### config.mk
export PLATFORM = sky130hd
export DESIGN_NAME = easeg_top
export DESIGN_NICKNAME = d
export VERILOG_FILES = /design/src/easeg_pkg.sv /design/src/easeg_sum_if.sv /design/src/easeg_adder.sv /design/src/easeg_seg_pick.sv /design/src/easeg_top.sv
export VERILOG_INCLUDE_DIRS = /design/src
export SDC_FILE = /design/constraint.sdc
export NUM_CORES = 1
export LEC_CHECK = 0
export BUFFER_PORTS_ARGS = -buffer_cell sky130_fd_sc_hd__buf_2
export CORE_AREA = 8 8 164 166
export DETAILED_ROUTE_END_ITERATION = 10
export DIE_AREA = 0 0 172 174
export PLACE_DENSITY = 0.75
export SLEW_MARGIN = 20
export SYNTH_ARGS = -nofsm -noshare
export SYNTH_HDL_FRONTEND = slang
export SYNTH_SLANG_ARGS = --single-unit
### constraint.sdc
create_clock -name clock_in -period 2.2 [get_ports clock_in]
set_clock_uncertainty 0.1 [all_clocks]
set_input_delay 0.44 -clock clock_in [delete_from_list [all_inputs] [get_ports clock_in]]
set_output_delay 0.44 -clock clock_in [all_outputs]
set_load 0.05 [all_outputs]
### src/easeg_regs.svh
// Constants for the effective address and segment select block.
// Assumes it is included by bare name from the block's package and modules.
`ifndef EASEG_REGS_SVH
`define EASEG_REGS_SVH

`define EASEG_ADDR_W 32
`define EASEG_SEL_W 16
`define EASEG_PORT_W 16
`define EASEG_FAR_OFF_LSB 0
`define EASEG_FAR_SEL_LSB 32
`define EASEG_FAR_W 48
`define EASEG_GPR_STACK_PTR 3'h4
`define EASEG_GPR_FRAME_PTR 3'h5
`define EASEG_SCALE_1 2'h0
`define EASEG_SCALE_2 2'h1
`define EASEG_SCALE_4 2'h2
`define EASEG_SCALE_8 2'h3
`define EASEG_SEG_RST 16'h0000

`endif

### src/easeg_pkg.sv
// Types shared by the effective address and segment select modules.
// Assumes easeg_regs.svh sits in the same folder.
`default_nettype none
`include "easeg_regs.svh"
package easeg_pkg;
	typedef enum logic [2:0] {
		EASEG_SEG_CODE,
		EASEG_SEG_STACK,
		EASEG_SEG_DATA,
		EASEG_SEG_STRDST,
		EASEG_SEG_EXTRA_F,
		EASEG_SEG_EXTRA_G
	} easeg_seg_t;
	typedef enum logic [2:0] {
		EASEG_REF_FETCH,
		EASEG_REF_DATA,
		EASEG_REF_PUSHPOP,
		EASEG_REF_STRDST,
		EASEG_REF_FARPTR,
		EASEG_REF_IO,
		EASEG_REF_SYSREG,
		EASEG_REF_PAIR
	} easeg_ref_t;
	typedef enum logic [1:0] {
		EASEG_DISP_NONE,
		EASEG_DISP_8,
		EASEG_DISP_16,
		EASEG_DISP_32
	} easeg_disp_t;
	typedef enum logic {
		EASEG_ST_IDLE,
		EASEG_ST_DONE
	} easeg_state_t;
endpackage
`default_nettype wire

### src/easeg_sum_if.sv
// Carries address components from the top module to the adder module.
// Assumes a single clock domain; purely combinational signals.
`default_nettype none
`include "easeg_regs.svh"
interface easeg_sum_if;
	logic [`EASEG_ADDR_W-1:0] disp;
	logic [`EASEG_ADDR_W-1:0] base;
	logic [`EASEG_ADDR_W-1:0] index;
	logic [1:0] scale;
	logic base_use;
	logic index_use;
	logic size16;
	logic [`EASEG_ADDR_W-1:0] sum;
	modport src (output disp, base, index, scale, base_use, index_use, size16, input sum);
	modport adder (input disp, base, index, scale, base_use, index_use, size16, output sum);
endinterface
`default_nettype wire

### src/easeg_adder.sv
// Effective address adder: displacement plus base plus scaled index.
// Assumes the displacement arrives already sign extended to full width.
`default_nettype none
`include "easeg_regs.svh"
module easeg_adder (
	easeg_sum_if.adder bus
);
	logic [`EASEG_ADDR_W-1:0] base_term;
	logic [`EASEG_ADDR_W-1:0] index_term;
	logic [`EASEG_ADDR_W-1:0] raw;
	always_comb begin
		base_term = bus.base_use ? bus.base : 32'h00000000;
		index_term = 32'h00000000;
		if (bus.index_use) begin
			// Shift keeps two's complement wrap, so a negative index scales correctly.
			index_term = bus.index << bus.scale;
		end
		raw = bus.disp + base_term + index_term;
		if (bus.size16) begin
			bus.sum = {16'h0000, raw[15:0]};
		end else begin
			bus.sum = raw;
		end
	end
endmodule
`default_nettype wire

### src/easeg_seg_pick.sv
// Segment chooser: default segment per reference kind plus override handling.
// Assumes a valid override code only when the prefix byte was decoded.
`default_nettype none
`include "easeg_regs.svh"
module easeg_seg_pick (
	input wire easeg_pkg::easeg_ref_t ref_kind_in,
	input wire logic base_use_in,
	input wire logic [2:0] base_sel_in,
	input wire logic ovr_valid_in,
	input wire easeg_pkg::easeg_seg_t ovr_seg_in,
	output easeg_pkg::easeg_seg_t seg_out
);
	logic stack_base;
	assign stack_base = base_use_in && (base_sel_in == `EASEG_GPR_STACK_PTR
		|| base_sel_in == `EASEG_GPR_FRAME_PTR);
	always_comb begin
		case (ref_kind_in)
			easeg_pkg::EASEG_REF_FETCH: seg_out = easeg_pkg::EASEG_SEG_CODE;
			easeg_pkg::EASEG_REF_PUSHPOP: seg_out = easeg_pkg::EASEG_SEG_STACK;
			easeg_pkg::EASEG_REF_STRDST: seg_out = easeg_pkg::EASEG_SEG_STRDST;
			easeg_pkg::EASEG_REF_DATA, easeg_pkg::EASEG_REF_FARPTR,
			easeg_pkg::EASEG_REF_PAIR: begin
				if (ovr_valid_in) begin
					seg_out = ovr_seg_in;
				end else if (stack_base) begin
					seg_out = easeg_pkg::EASEG_SEG_STACK;
				end else begin
					seg_out = easeg_pkg::EASEG_SEG_DATA;
				end
			end
			default: seg_out = easeg_pkg::EASEG_SEG_DATA;
		endcase
	end
endmodule
`default_nettype wire

### src/easeg_top.sv
// Operand address generation: effective address, segment, far pointer,
// register pair quadword, I/O port number and implied system register.
// Assumes decoded fields and register values are held steady with req_in.
`default_nettype none
`include "easeg_regs.svh"
module easeg_top (
	input wire logic clock_in,
	input wire logic rst_n_in,
	input wire logic req_in,
	input wire easeg_pkg::easeg_ref_t ref_kind_in,
	input wire easeg_pkg::easeg_disp_t disp_kind_in,
	input wire logic [31:0] disp_in,
	input wire logic base_use_in,
	input wire logic [2:0] base_sel_in,
	input wire logic [31:0] base_val_in,
	input wire logic index_use_in,
	input wire logic [2:0] index_sel_in,
	input wire logic [31:0] index_val_in,
	input wire logic [1:0] scale_in,
	input wire logic addr16_in,
	input wire logic ovr_valid_in,
	input wire easeg_pkg::easeg_seg_t ovr_seg_in,
	input wire logic sel_from_mem_in,
	input wire logic [15:0] sel_mem_in,
	input wire logic [15:0] sel_reg_in,
	input wire logic [47:0] far_ptr_in,
	input wire logic [31:0] pair_high_reg_in,
	input wire logic [31:0] pair_low_reg_in,
	input wire logic port_from_imm_in,
	input wire logic [7:0] port_imm_in,
	input wire logic [15:0] port_index_reg_in,
	input wire logic [1:0] port_width_in,
	input wire logic [3:0] sysreg_code_in,
	output logic done_out,
	output logic fault_out,
	output easeg_pkg::easeg_seg_t seg_out,
	output logic [31:0] offset_out,
	output logic [15:0] selector_out,
	output logic [63:0] quad_out,
	output logic [15:0] port_out,
	output logic [1:0] port_width_out,
	output logic [3:0] sysreg_sel_out
);
	easeg_sum_if sum_bus ();
	easeg_pkg::easeg_seg_t seg_pick;
	easeg_pkg::easeg_state_t state_reg;
	easeg_pkg::easeg_state_t state_next;
	easeg_pkg::easeg_seg_t seg_next;
	logic done_next;
	logic fault_next;
	logic [31:0] offset_next;
	logic [15:0] selector_next;
	logic [63:0] quad_next;
	logic [15:0] port_next;
	logic [1:0] port_width_next;
	logic [3:0] sysreg_sel_next;
	logic data_ref;
	logic far_ref;
	logic pair_ref;
	logic io_ref;
	logic sys_ref;
	logic [15:0] port_imm_ext;
	logic [15:0] explicit_sel;
	logic sp_index;
	logic orphan_scale;
	logic [31:0] disp_ext;
	logic illegal;

	// Displacement is sign extended from its encoded width.
	always_comb begin
		case (disp_kind_in)
			easeg_pkg::EASEG_DISP_8: disp_ext = {{24{disp_in[7]}}, disp_in[7:0]};
			easeg_pkg::EASEG_DISP_16: disp_ext = {{16{disp_in[15]}}, disp_in[15:0]};
			easeg_pkg::EASEG_DISP_32: begin
				// A 32-bit displacement cannot exist under 16-bit addressing.
				disp_ext = addr16_in ? {{16{disp_in[15]}}, disp_in[15:0]} : disp_in;
			end
			default: disp_ext = 32'h00000000;
		endcase
	end

	// A scale without index, or the stack pointer as index, is refused.
	always_comb begin
		sp_index = 1'b0;
		orphan_scale = 1'b0;
		if (index_use_in) begin
			if (index_sel_in == `EASEG_GPR_STACK_PTR) begin
				sp_index = 1'b1;
			end
		end else if (scale_in != `EASEG_SCALE_1) begin
			orphan_scale = 1'b1;
		end
		illegal = sp_index || orphan_scale;
	end

	assign sum_bus.disp = disp_ext;
	assign sum_bus.base = base_val_in;
	assign sum_bus.index = index_val_in;
	assign sum_bus.scale = scale_in;
	assign sum_bus.base_use = base_use_in;
	assign sum_bus.index_use = index_use_in;
	assign sum_bus.size16 = addr16_in;

	easeg_adder u_adder (
		.bus(sum_bus)
	);

	easeg_seg_pick u_seg (
		.ref_kind_in(ref_kind_in),
		.base_use_in(base_use_in),
		.base_sel_in(base_sel_in),
		.ovr_valid_in(ovr_valid_in),
		.ovr_seg_in(ovr_seg_in),
		.seg_out(seg_pick)
	);

	// Request strobes per reference kind; pair, port, width and system register results are left alone by other kinds.
	always_comb begin
		data_ref = 1'b0;
		far_ref = 1'b0;
		pair_ref = 1'b0;
		io_ref = 1'b0;
		sys_ref = 1'b0;
		if (req_in) begin
			case (ref_kind_in)
				easeg_pkg::EASEG_REF_DATA: data_ref = 1'b1;
				easeg_pkg::EASEG_REF_FARPTR: far_ref = 1'b1;
				easeg_pkg::EASEG_REF_PAIR: pair_ref = 1'b1;
				easeg_pkg::EASEG_REF_IO: io_ref = 1'b1;
				easeg_pkg::EASEG_REF_SYSREG: sys_ref = 1'b1;
				default: data_ref = 1'b0;
			endcase
		end
	end

	// Handshake state: one answer cycle follows every request cycle.
	always_comb begin
		state_next = state_reg;
		case (state_reg)
			easeg_pkg::EASEG_ST_IDLE: begin
				if (req_in) begin
					state_next = easeg_pkg::EASEG_ST_DONE;
				end
			end
			easeg_pkg::EASEG_ST_DONE: begin
				if (!req_in) begin
					state_next = easeg_pkg::EASEG_ST_IDLE;
				end
			end
			default: state_next = easeg_pkg::EASEG_ST_IDLE;
		endcase
	end

	always_ff @(posedge clock_in or negedge rst_n_in) begin
		if (!rst_n_in) begin
			state_reg <= easeg_pkg::EASEG_ST_IDLE;
		end else begin
			state_reg <= state_next;
		end
	end

	// Back-to-back requests keep the state in DONE, so done stays high for each one.
	// There is no wait state: the answer is always ready on the next edge.
	always_comb begin
		done_next = state_next == easeg_pkg::EASEG_ST_DONE;
	end

	always_ff @(posedge clock_in or negedge rst_n_in) begin
		if (!rst_n_in) begin
			done_out <= 1'b0;
		end else begin
			done_out <= done_next;
		end
	end

	// Only data references carry the address check; other kinds never fault.
	always_comb begin
		fault_next = data_ref && illegal;
	end

	always_ff @(posedge clock_in or negedge rst_n_in) begin
		if (!rst_n_in) begin
			fault_out <= 1'b0;
		end else begin
			fault_out <= fault_next;
		end
	end

	// The segment answer follows every request and otherwise stands.
	always_comb begin
		seg_next = seg_out;
		if (req_in) begin
			seg_next = seg_pick;
		end
	end

	always_ff @(posedge clock_in or negedge rst_n_in) begin
		if (!rst_n_in) begin
			seg_out <= easeg_pkg::EASEG_SEG_DATA;
		end else begin
			seg_out <= seg_next;
		end
	end

	// A refused address reads as zero, so no stray access can be made with it.
	// The far pointer offset bypasses the adder since it is already complete.
	always_comb begin
		offset_next = offset_out;
		if (far_ref) begin
			offset_next = far_ptr_in[`EASEG_FAR_OFF_LSB +: 32];
		end else if (req_in && illegal) begin
			offset_next = 32'h00000000;
		end else if (req_in) begin
			offset_next = sum_bus.sum;
		end
	end

	always_ff @(posedge clock_in or negedge rst_n_in) begin
		if (!rst_n_in) begin
			offset_out <= 32'h00000000;
		end else begin
			offset_out <= offset_next;
		end
	end

	// Source of an explicit selector, used whenever no far pointer supplies one.
	always_comb begin
		explicit_sel = sel_reg_in;
		if (sel_from_mem_in) begin
			explicit_sel = sel_mem_in;
		end
	end

	// A far pointer carries its selector in the word above the offset.
	always_comb begin
		selector_next = selector_out;
		if (far_ref) begin
			selector_next = far_ptr_in[`EASEG_FAR_SEL_LSB +: 16];
		end else if (req_in) begin
			selector_next = explicit_sel;
		end
	end

	always_ff @(posedge clock_in or negedge rst_n_in) begin
		if (!rst_n_in) begin
			selector_out <= `EASEG_SEG_RST;
		end else begin
			selector_out <= selector_next;
		end
	end

	// Register pair quadword assembly: the first named register is the upper half.
	always_comb begin
		quad_next = quad_out;
		if (pair_ref) begin
			quad_next = {pair_high_reg_in, pair_low_reg_in};
		end
	end

	always_ff @(posedge clock_in or negedge rst_n_in) begin
		if (!rst_n_in) begin
			quad_out <= 64'h0000000000000000;
		end else begin
			quad_out <= quad_next;
		end
	end

	// The immediate form reaches only the first 256 ports.
	always_comb begin
		port_imm_ext = {8'h00, port_imm_in};
	end

	// Port number from the immediate or from the port index register.
	always_comb begin
		port_next = port_out;
		if (io_ref) begin
			if (port_from_imm_in) begin
				port_next = port_imm_ext;
			end else begin
				port_next = port_index_reg_in;
			end
		end
	end

	always_ff @(posedge clock_in or negedge rst_n_in) begin
		if (!rst_n_in) begin
			port_out <= 16'h0000;
		end else begin
			port_out <= port_next;
		end
	end

	// The width code is passed through; the access logic splits wide ports.
	always_comb begin
		port_width_next = port_width_out;
		if (io_ref) begin
			port_width_next = port_width_in;
		end
	end

	always_ff @(posedge clock_in or negedge rst_n_in) begin
		if (!rst_n_in) begin
			port_width_out <= 2'h0;
		end else begin
			port_width_out <= port_width_next;
		end
	end

	// The system register comes from the opcode's implied code, never an operand field.
	always_comb begin
		sysreg_sel_next = sysreg_sel_out;
		if (sys_ref) begin
			sysreg_sel_next = sysreg_code_in;
		end
	end

	always_ff @(posedge clock_in or negedge rst_n_in) begin
		if (!rst_n_in) begin
			sysreg_sel_out <= 4'h0;
		end else begin
			sysreg_sel_out <= sysreg_sel_next;
		end
	end
endmodule
`default_nettype wire

==> flow_summary.yaml, run 1 <==
logic_synthesis:
  synth-edff-count: 0
  synth_nets: 1404
  avgSynthCellArea_sq_um: 9.161
  netlist_area_sq_mm: 0.009592
  ys_seq_elements: 139
  synth_top_flop_cell: "dfrtp_1"
  ys_warn_count: 0
  synth_cell_types: 52
  syn_inst: 1047
  synth_async_sr_flop_share: 1.000
  ys_seq_area_frac: 0.3628
placed_design:
  dp.cells: 1898
  gp_congestion: 0.9116
  port_buffers: 432
  place_ws_ns: -1.527
  dp_hpwl_microns: 28690
sta:
  setup-tns-final_ns: -21.14
  fmax_ghz: 0.3136
  slew-limit-headroom: 0.6777
  final.min_clock_period_ns: 3.189
  rsz0062_at_grt: "yes"
  setup_viol: 30
  hold_ws_ns: 0.1530
  period_share: 1.449
  hold_viol: 0
  worstMarginPinSlew_ns: 0.4834
  drv_slew: 0
  setup_ws_ns: -0.9886
outcome:
  status: "complete, but fails checks"
  violations: "negative setup slack"
critical_path:
  cp_data_arrival_time_ns: 3.39
  slowest_delay_ns: 0.52
  critPathTopFamily: "compound AO/OA/AOI/OAI gates"
  cp.buffers_inverters: 5
  cp-end-kind: "register"
  rrSetupSlack_ns: 0.88
  crit_required_ns: 2.40
  crit_type: "in -> reg"
  slowest_stage: "fa_1"
  path_cells: "buf_12, buf_8, mux2i_4, nand2_1, nand3_2, fa_1, inv_2, ha_4, inv_2, buf_12, a2111oi_4, o21ai_2, a21oi_2, a31oi_4, a31oi_4, a31oi_2, xor2_1, o21ai_2"
  critPathMaxFanout: 6
  cp-start-kind: "primary input"
pwr:
  peakVddDrop_mv: 0.5408
  totalPowerFinal_mw: 12.54
  p_leak_nw: 7.537
  p_per_area_mw_per_mm2: 841.9
detailed_routing:
  routed_wl_microns: 35000
  antenna_left: 0
  vias: 9722
  drtPass1Iterations: 5
  route.detailed.drc: 0
  drt-initial-drc-count: 525
  routedWlPerCell_microns: 17.92
  viasPerCell: 4.978
global_routing:
  grtUsageTotal: 0.2248
  grt.busiest_layer: "met2"
  antenna_found_initial: 6
  grt.met1_usage: 0.2501
  global_route.usage.met3: 0.05331
  gr-usage-met2: 0.4050
  grt_start_max_net_pins: 65
  grt_pass1_vias: 10210
  grt_overflow: 0
  grt_pass1_wl_microns: 53220
die:
  chipWidth_microns: 172
  core-area_sq_mm: 0.02453
  start_util: 0.3910
  ios: 434
  die_y_microns: 174
  dieArea_sq_mm: 0.02993
  fp-row-count: 58
cts:
  cts.sinks: 139
  clkLatencyLatePin_ns: 0.42
  clockRootBuffer: "clkbuf_16"
  clkTransAtPathRegs_ns: 0.07
  cts_tree: "done"
  htree_levels: 4
  cts_made_buffers: 17
  clock_path_buffers: 2
final_layout:
  syn2layout_area_growth_pct: 55.34
  finalNonFillerCells: 1953
  drive_above_1_share: 0.5343
  nets: 1961
job:
  cap_violations: 0
worst_hold_path:
  min-delay-path-class: "in -> reg"
-- state kept, by name (all words and copies together), names as in the netlist --
| signal | cells |
|---|---|
| port_width_out | 2 |
| fault_out | 1 |
| selector_out | 16 |
| seg_out | 3 |
| quad_out | 64 |
| done_out | 1 |
| sysreg_sel_out | 4 |
| offset_out | 32 |
| port_out | 16 |
-- layer usage --
layer | share of wire | vias up
met1 | 0.38 | 4591
met4 | 0.031 | 0
li1 | - | 4710
met5 | 0 | -
met2 | 0.52 | 369
met3 | 0.073 | 52
-- cells in the mapped netlist (all sizes together) (18+ instances only) --
cell	number	share of area
nand2	176	0.069
xnor2	18	0.016
nand3	34	0.018
inv	71	0.028
mux2i	54	0.056
clkbuf	45	0.018
a21oi	96	0.051
o21ai	61	0.033
nand3b	18	0.014
mux2	89	0.10
fa	32	0.067
nor2	38	0.015
dfrtp	138	0.36
ha	30	0.039
buf	18	0.0083
-- final timing paths --
kind                                                     to                        from  cells past startpoint
worst max-delay path             offset_out[30]$_DFFE_PN0P_                 scale_in[0]                     18
worst min-delay path               quad_out[12]$_DFFE_PN0P_         pair_low_reg_in[12]                      2
worst max register to register   offset_out[31]$_DFFE_PN0P_  offset_out[31]$_DFFE_PN0P_                      6
worst min register to register      port_out[1]$_DFFE_PN0P_     port_out[1]$_DFFE_PN0P_                      2
max in group asynchronous          quad_out[42]$_DFFE_PN0P_                    rst_n_in                      3
min in group asynchronous       selector_out[9]$_DFFE_PN0P_                    rst_n_in                      2
-- report_power, final --
group	internal, mW	switching [mW]	leakage, nW
logic	2.38	3.99	5.56
registers	3.06	0.235	1.69
clock network	1.62	1.25	0.284
total	7.06	5.48	7.54
-- cell usage in the layout, fill, tap and decap left out, types with 7 or more instances in the layout --
master,instances
a21o_1,12
nand2_1,168
o21ai_1,13
o21ai_0,38
xnor2_1,12
ha_4,20
nand3_1,23
mux2i_1,43
a21oi_2,19
buf_6,14
mux2_2,89
inv_1,59
buf_12,11
nor2b_1,12
buf_2,426
nand2b_1,10
inv_2,12
nand3b_1,18
nor2_1,34
clkbuf_16,17
mux2i_2,10
nand3_2,10
a22oi_1,13
buf_4,147
a21oi_1,71
xor2_1,7
o21ai_2,9
dfrtp_1,138
ha_1,9
fa_1,31
-- layout make-up --
class                   count  area [sq um]
fillers                  2063          9629
multi-input cells         774          6465
repair buffers            601          3666
flip-flops and latches    139          3480
clock buffers              17         425.4
well taps                 330         412.9
inverters                  71         266.5
clock inverters            15         168.9
diodes                      6         15.01
-- logic make-up after synthesis --
logic type                 count (synthesis)  synth area share
AOI/OAI and AO/OA                        218            0.1366
xor gates and xnor gates                  30           0.02739
DFF                                      139            0.3628
and+or+nand+nor                          321            0.1528
adders and majority gates                 62            0.1059
buffers and inverters                    134           0.05374
muxes                                    143            0.1608
-- stage by stage --
step           area, sq um  utilization
6_report             14900       0.6074
5_1_grt              14900       0.6073
4_1_cts              14600       0.5951
3_5_place_dp         13480       0.5494
3_3_place_gp         13480       0.5494
2_1_floorplan        10010            -
-- timing repair --
| item | 4_1_cts | 5_1_grt |
|---|---|---|
| hold buffers | 1 | 0 |
| hold endpoints to repair | 39 | 0 |
| pin swaps | 79 | 77 |
| buffers inserted | 12 | 8 |
| resized for setup | 83 | 54 |
| gates cloned | 1 | 0 |
| endpoints found under the setup margin | 30 | 30 |
No activity file was read; power rests on OpenSTA's default activity.
==> inputs of run 2 (changes only) <==
- RECOVER_POWER: unset -> 50
==> run 2 against run 1 <==
The run still ends with negative setup slack left. Flip-flop and latch count unchanged. Register-to-register slack about the same. Global-route usage did not move. Hold slack lost 0.0016 ns. Count of clock-buffer cells in the layout is the same. Sequential share of layout area is 0.11 points higher. Setup slack better by 0.0049 ns. Non-clock buffer count stayed put. Power is 0.13% lower. Largest cell class unchanged. Largest power group unchanged. Highest routed layer unchanged.
==> flow_summary.yaml, run 2 (synthesized netlist as in run 1, its figures left out) <==
cts:
  clock_path_buffers: 2
  cts_made_buffers: 17
  htree_levels: 4
  clkTransAtPathRegs_ns: 0.06
  clkLatencyLatePin_ns: 0.40
  clockRootBuffer: "clkbuf_16"
  cts.sinks: 139
  cts_tree: "done"
sta:
  drv_slew: 0
  setup_viol: 30
  slew-limit-headroom: 0.2697
  final.min_clock_period_ns: 3.184
  hold_ws_ns: 0.1515
  fmax_ghz: 0.3141
  worstMarginPinSlew_ns: 1.095
  rsz0062_at_grt: "yes"
  setup_ws_ns: -0.9837
  period_share: 1.447
  hold_viol: 0
critical_path:
  r2r_cells: 6
  cp-start-kind: "primary input"
  crit_type: "in -> reg"
  critPathMaxFanout: 6
  reg2reg_from: "offset_out[31]$_DFFE_PN0P_"
  crit_path_start: "scale_in[0]"
  rrSetupSlack_ns: 0.88
  cp_data_arrival_time_ns: 3.39
  crit_required_ns: 2.40
  timing.rr.end: "offset_out[31]$_DFFE_PN0P_"
  cp-end-kind: "register"
  crit_end: "offset_out[30]$_DFFE_PN0P_"
final_layout:
  syn2layout_area_growth_pct: 54.63
  fillCellCount: 2079
  layout_commonest_cell: "buf_2"
  regMostFlops: "quad_out"
  largest_register_ffs: 64
  drive_above_1_share: 0.5312
  final_cell_mix: "425 x buf_2, 168 x nand2_1, 141 x buf_4, 138 x dfrtp_1, 89 x mux2_2"
  nets: 1961
  design_area_sq_mm: 0.01483
  top_regs: "quad_out x64, offset_out x32"
global_routing:
  grt_pass1_vias: 10210
  grt_start_max_net_pins: 65
  grt_pass1_wl_microns: 53220
  grtUsageTotal: 0.2248
  antenna_found_initial: 6
  grt_overflow: 0
die:
  core-area_sq_mm: 0.02453
  chipWidth_microns: 172
  fp-row-count: 58
  dieArea_sq_mm: 0.02993
  start_util: 0.3910
  ios: 434
  die_y_microns: 174
job:
  cap_violations: 0
outcome:
  status: "complete, but fails checks"
  violations: "negative setup slack"
detailed_routing:
  routedWlPerCell_microns: 17.90
  wl_met1_microns: 13160
  antenna_left: 0
  route.detailed.drc: 0
  routed_wl_microns: 34950
  highest_layer: "met4"
  drtPass1Iterations: 6
  wl_met3_microns: 2663
  vias: 9737
  viasPerCell: 4.986
  drt-initial-drc-count: 495
  wl_met2_microns: 18090
placed_design:
  port_buffers: 432
  dp_hpwl_microns: 28690
  dpl-instance-area_sq_mm: 0.01348
  gp_congestion: 0.9116
pwr:
  p_per_area_mw_per_mm2: 844.7
  p_leak_nw: 7.501
  peakVddDrop_mv: 0.5419
worst_hold_path:
  min-delay-path-class: "in -> reg"
-- run 2: worst min-delay path by stage --
stage / from / endpoint / slack (ns) / cells past startpoint
CTS: port_width_in[0] / port_width_out[0]$_DFFE_PN0P_ / 0.13 / 2
finish: pair_high_reg_in[4] / quad_out[36]$_DFFE_PN0P_ / 0.15 / 2
floorplan: rst_n_in / done_out$_DFF_PN0_ / 0.04 / 0
detailed placement: rst_n_in / selector_out[9]$_DFFE_PN0P_ / 0.30 / 1
global placement: rst_n_in / selector_out[9]$_DFFE_PN0P_ / 0.30 / 1
global route: pair_low_reg_in[27] / quad_out[27]$_DFFE_PN0P_ / 0.13 / 2
-- run 2: final cells by class --
class	count	area [sq um]	share of cell area
clock buffer	17	425.4	0.02868
tap	330	412.9	0.02784
sequential	139	3480	0.2346
antenna	6	15.01	0.001012
inverter	71	266.5	0.01797
timing repair buffer	601	3598	0.2426
clock inverter	15	168.9	0.01139
multi-input combinational	774	6465	0.4359
-- run 2: layer usage --
layer,vias up,global-route usage
li1,4707,-
met1,4607,0.2501
met5,-,0
met2,370,0.4050
met4,0,0.08516
met3,53,0.05331
-- run 2: power breakdown --
part	total [mW]	switching, mW	internal [mW]
Sequential	3.29	0.235	3.06
Clock	2.87	1.25	1.62
Combinational	6.36	3.99	2.37
Total	12.5	5.48	7.05
-- run 2: per-stage QoR --
| stage | utilization | setup WS [ns] | cells | TNS (ns) | power, mW |
|---|---|---|---|---|---|
| 4_1_cts | 0.5951 | -0.9577 | 1943 | -20.15 | 12.45 |
| 5_1_grt | 0.6046 | -1.116 | 1952 | -25.09 | 13.17 |
| 6_report | 0.6047 | -0.9837 | 1953 | -21.10 | 12.53 |
| 3_5_place_dp | 0.5494 | -1.527 | 1898 | -36.82 | 9.210 |
| 2_1_floorplan | - | -1.173 | 1047 | -26.29 | 7.192 |
| 3_3_place_gp | 0.5494 | -1.487 | 1898 | -35.17 | 9.104 |
-- run 2: critical path: stages --
cell       delay [ns]
buf_12           0.12
buf_8            0.13
mux2i_4          0.18
nand2_1          0.09
nand3_2          0.09
fa_1             0.52
inv_2            0.05
ha_4             0.29
inv_2            0.07
buf_12           0.12
a2111oi_4        0.31
o21ai_2          0.12
a21oi_2          0.21
a31oi_4          0.07
a31oi_4          0.19
a31oi_2          0.12
xor2_1           0.20
o21ai_2          0.06
-- run 2: what timing repair did --
action	CTS	global route
hold endpoints to repair	39	0
gates resized for setup	83	54
gates cloned	1	0
hold buffers	1	0
setup buffers	12	8
pin swaps	79	77
endpoints found under the setup margin	30	30
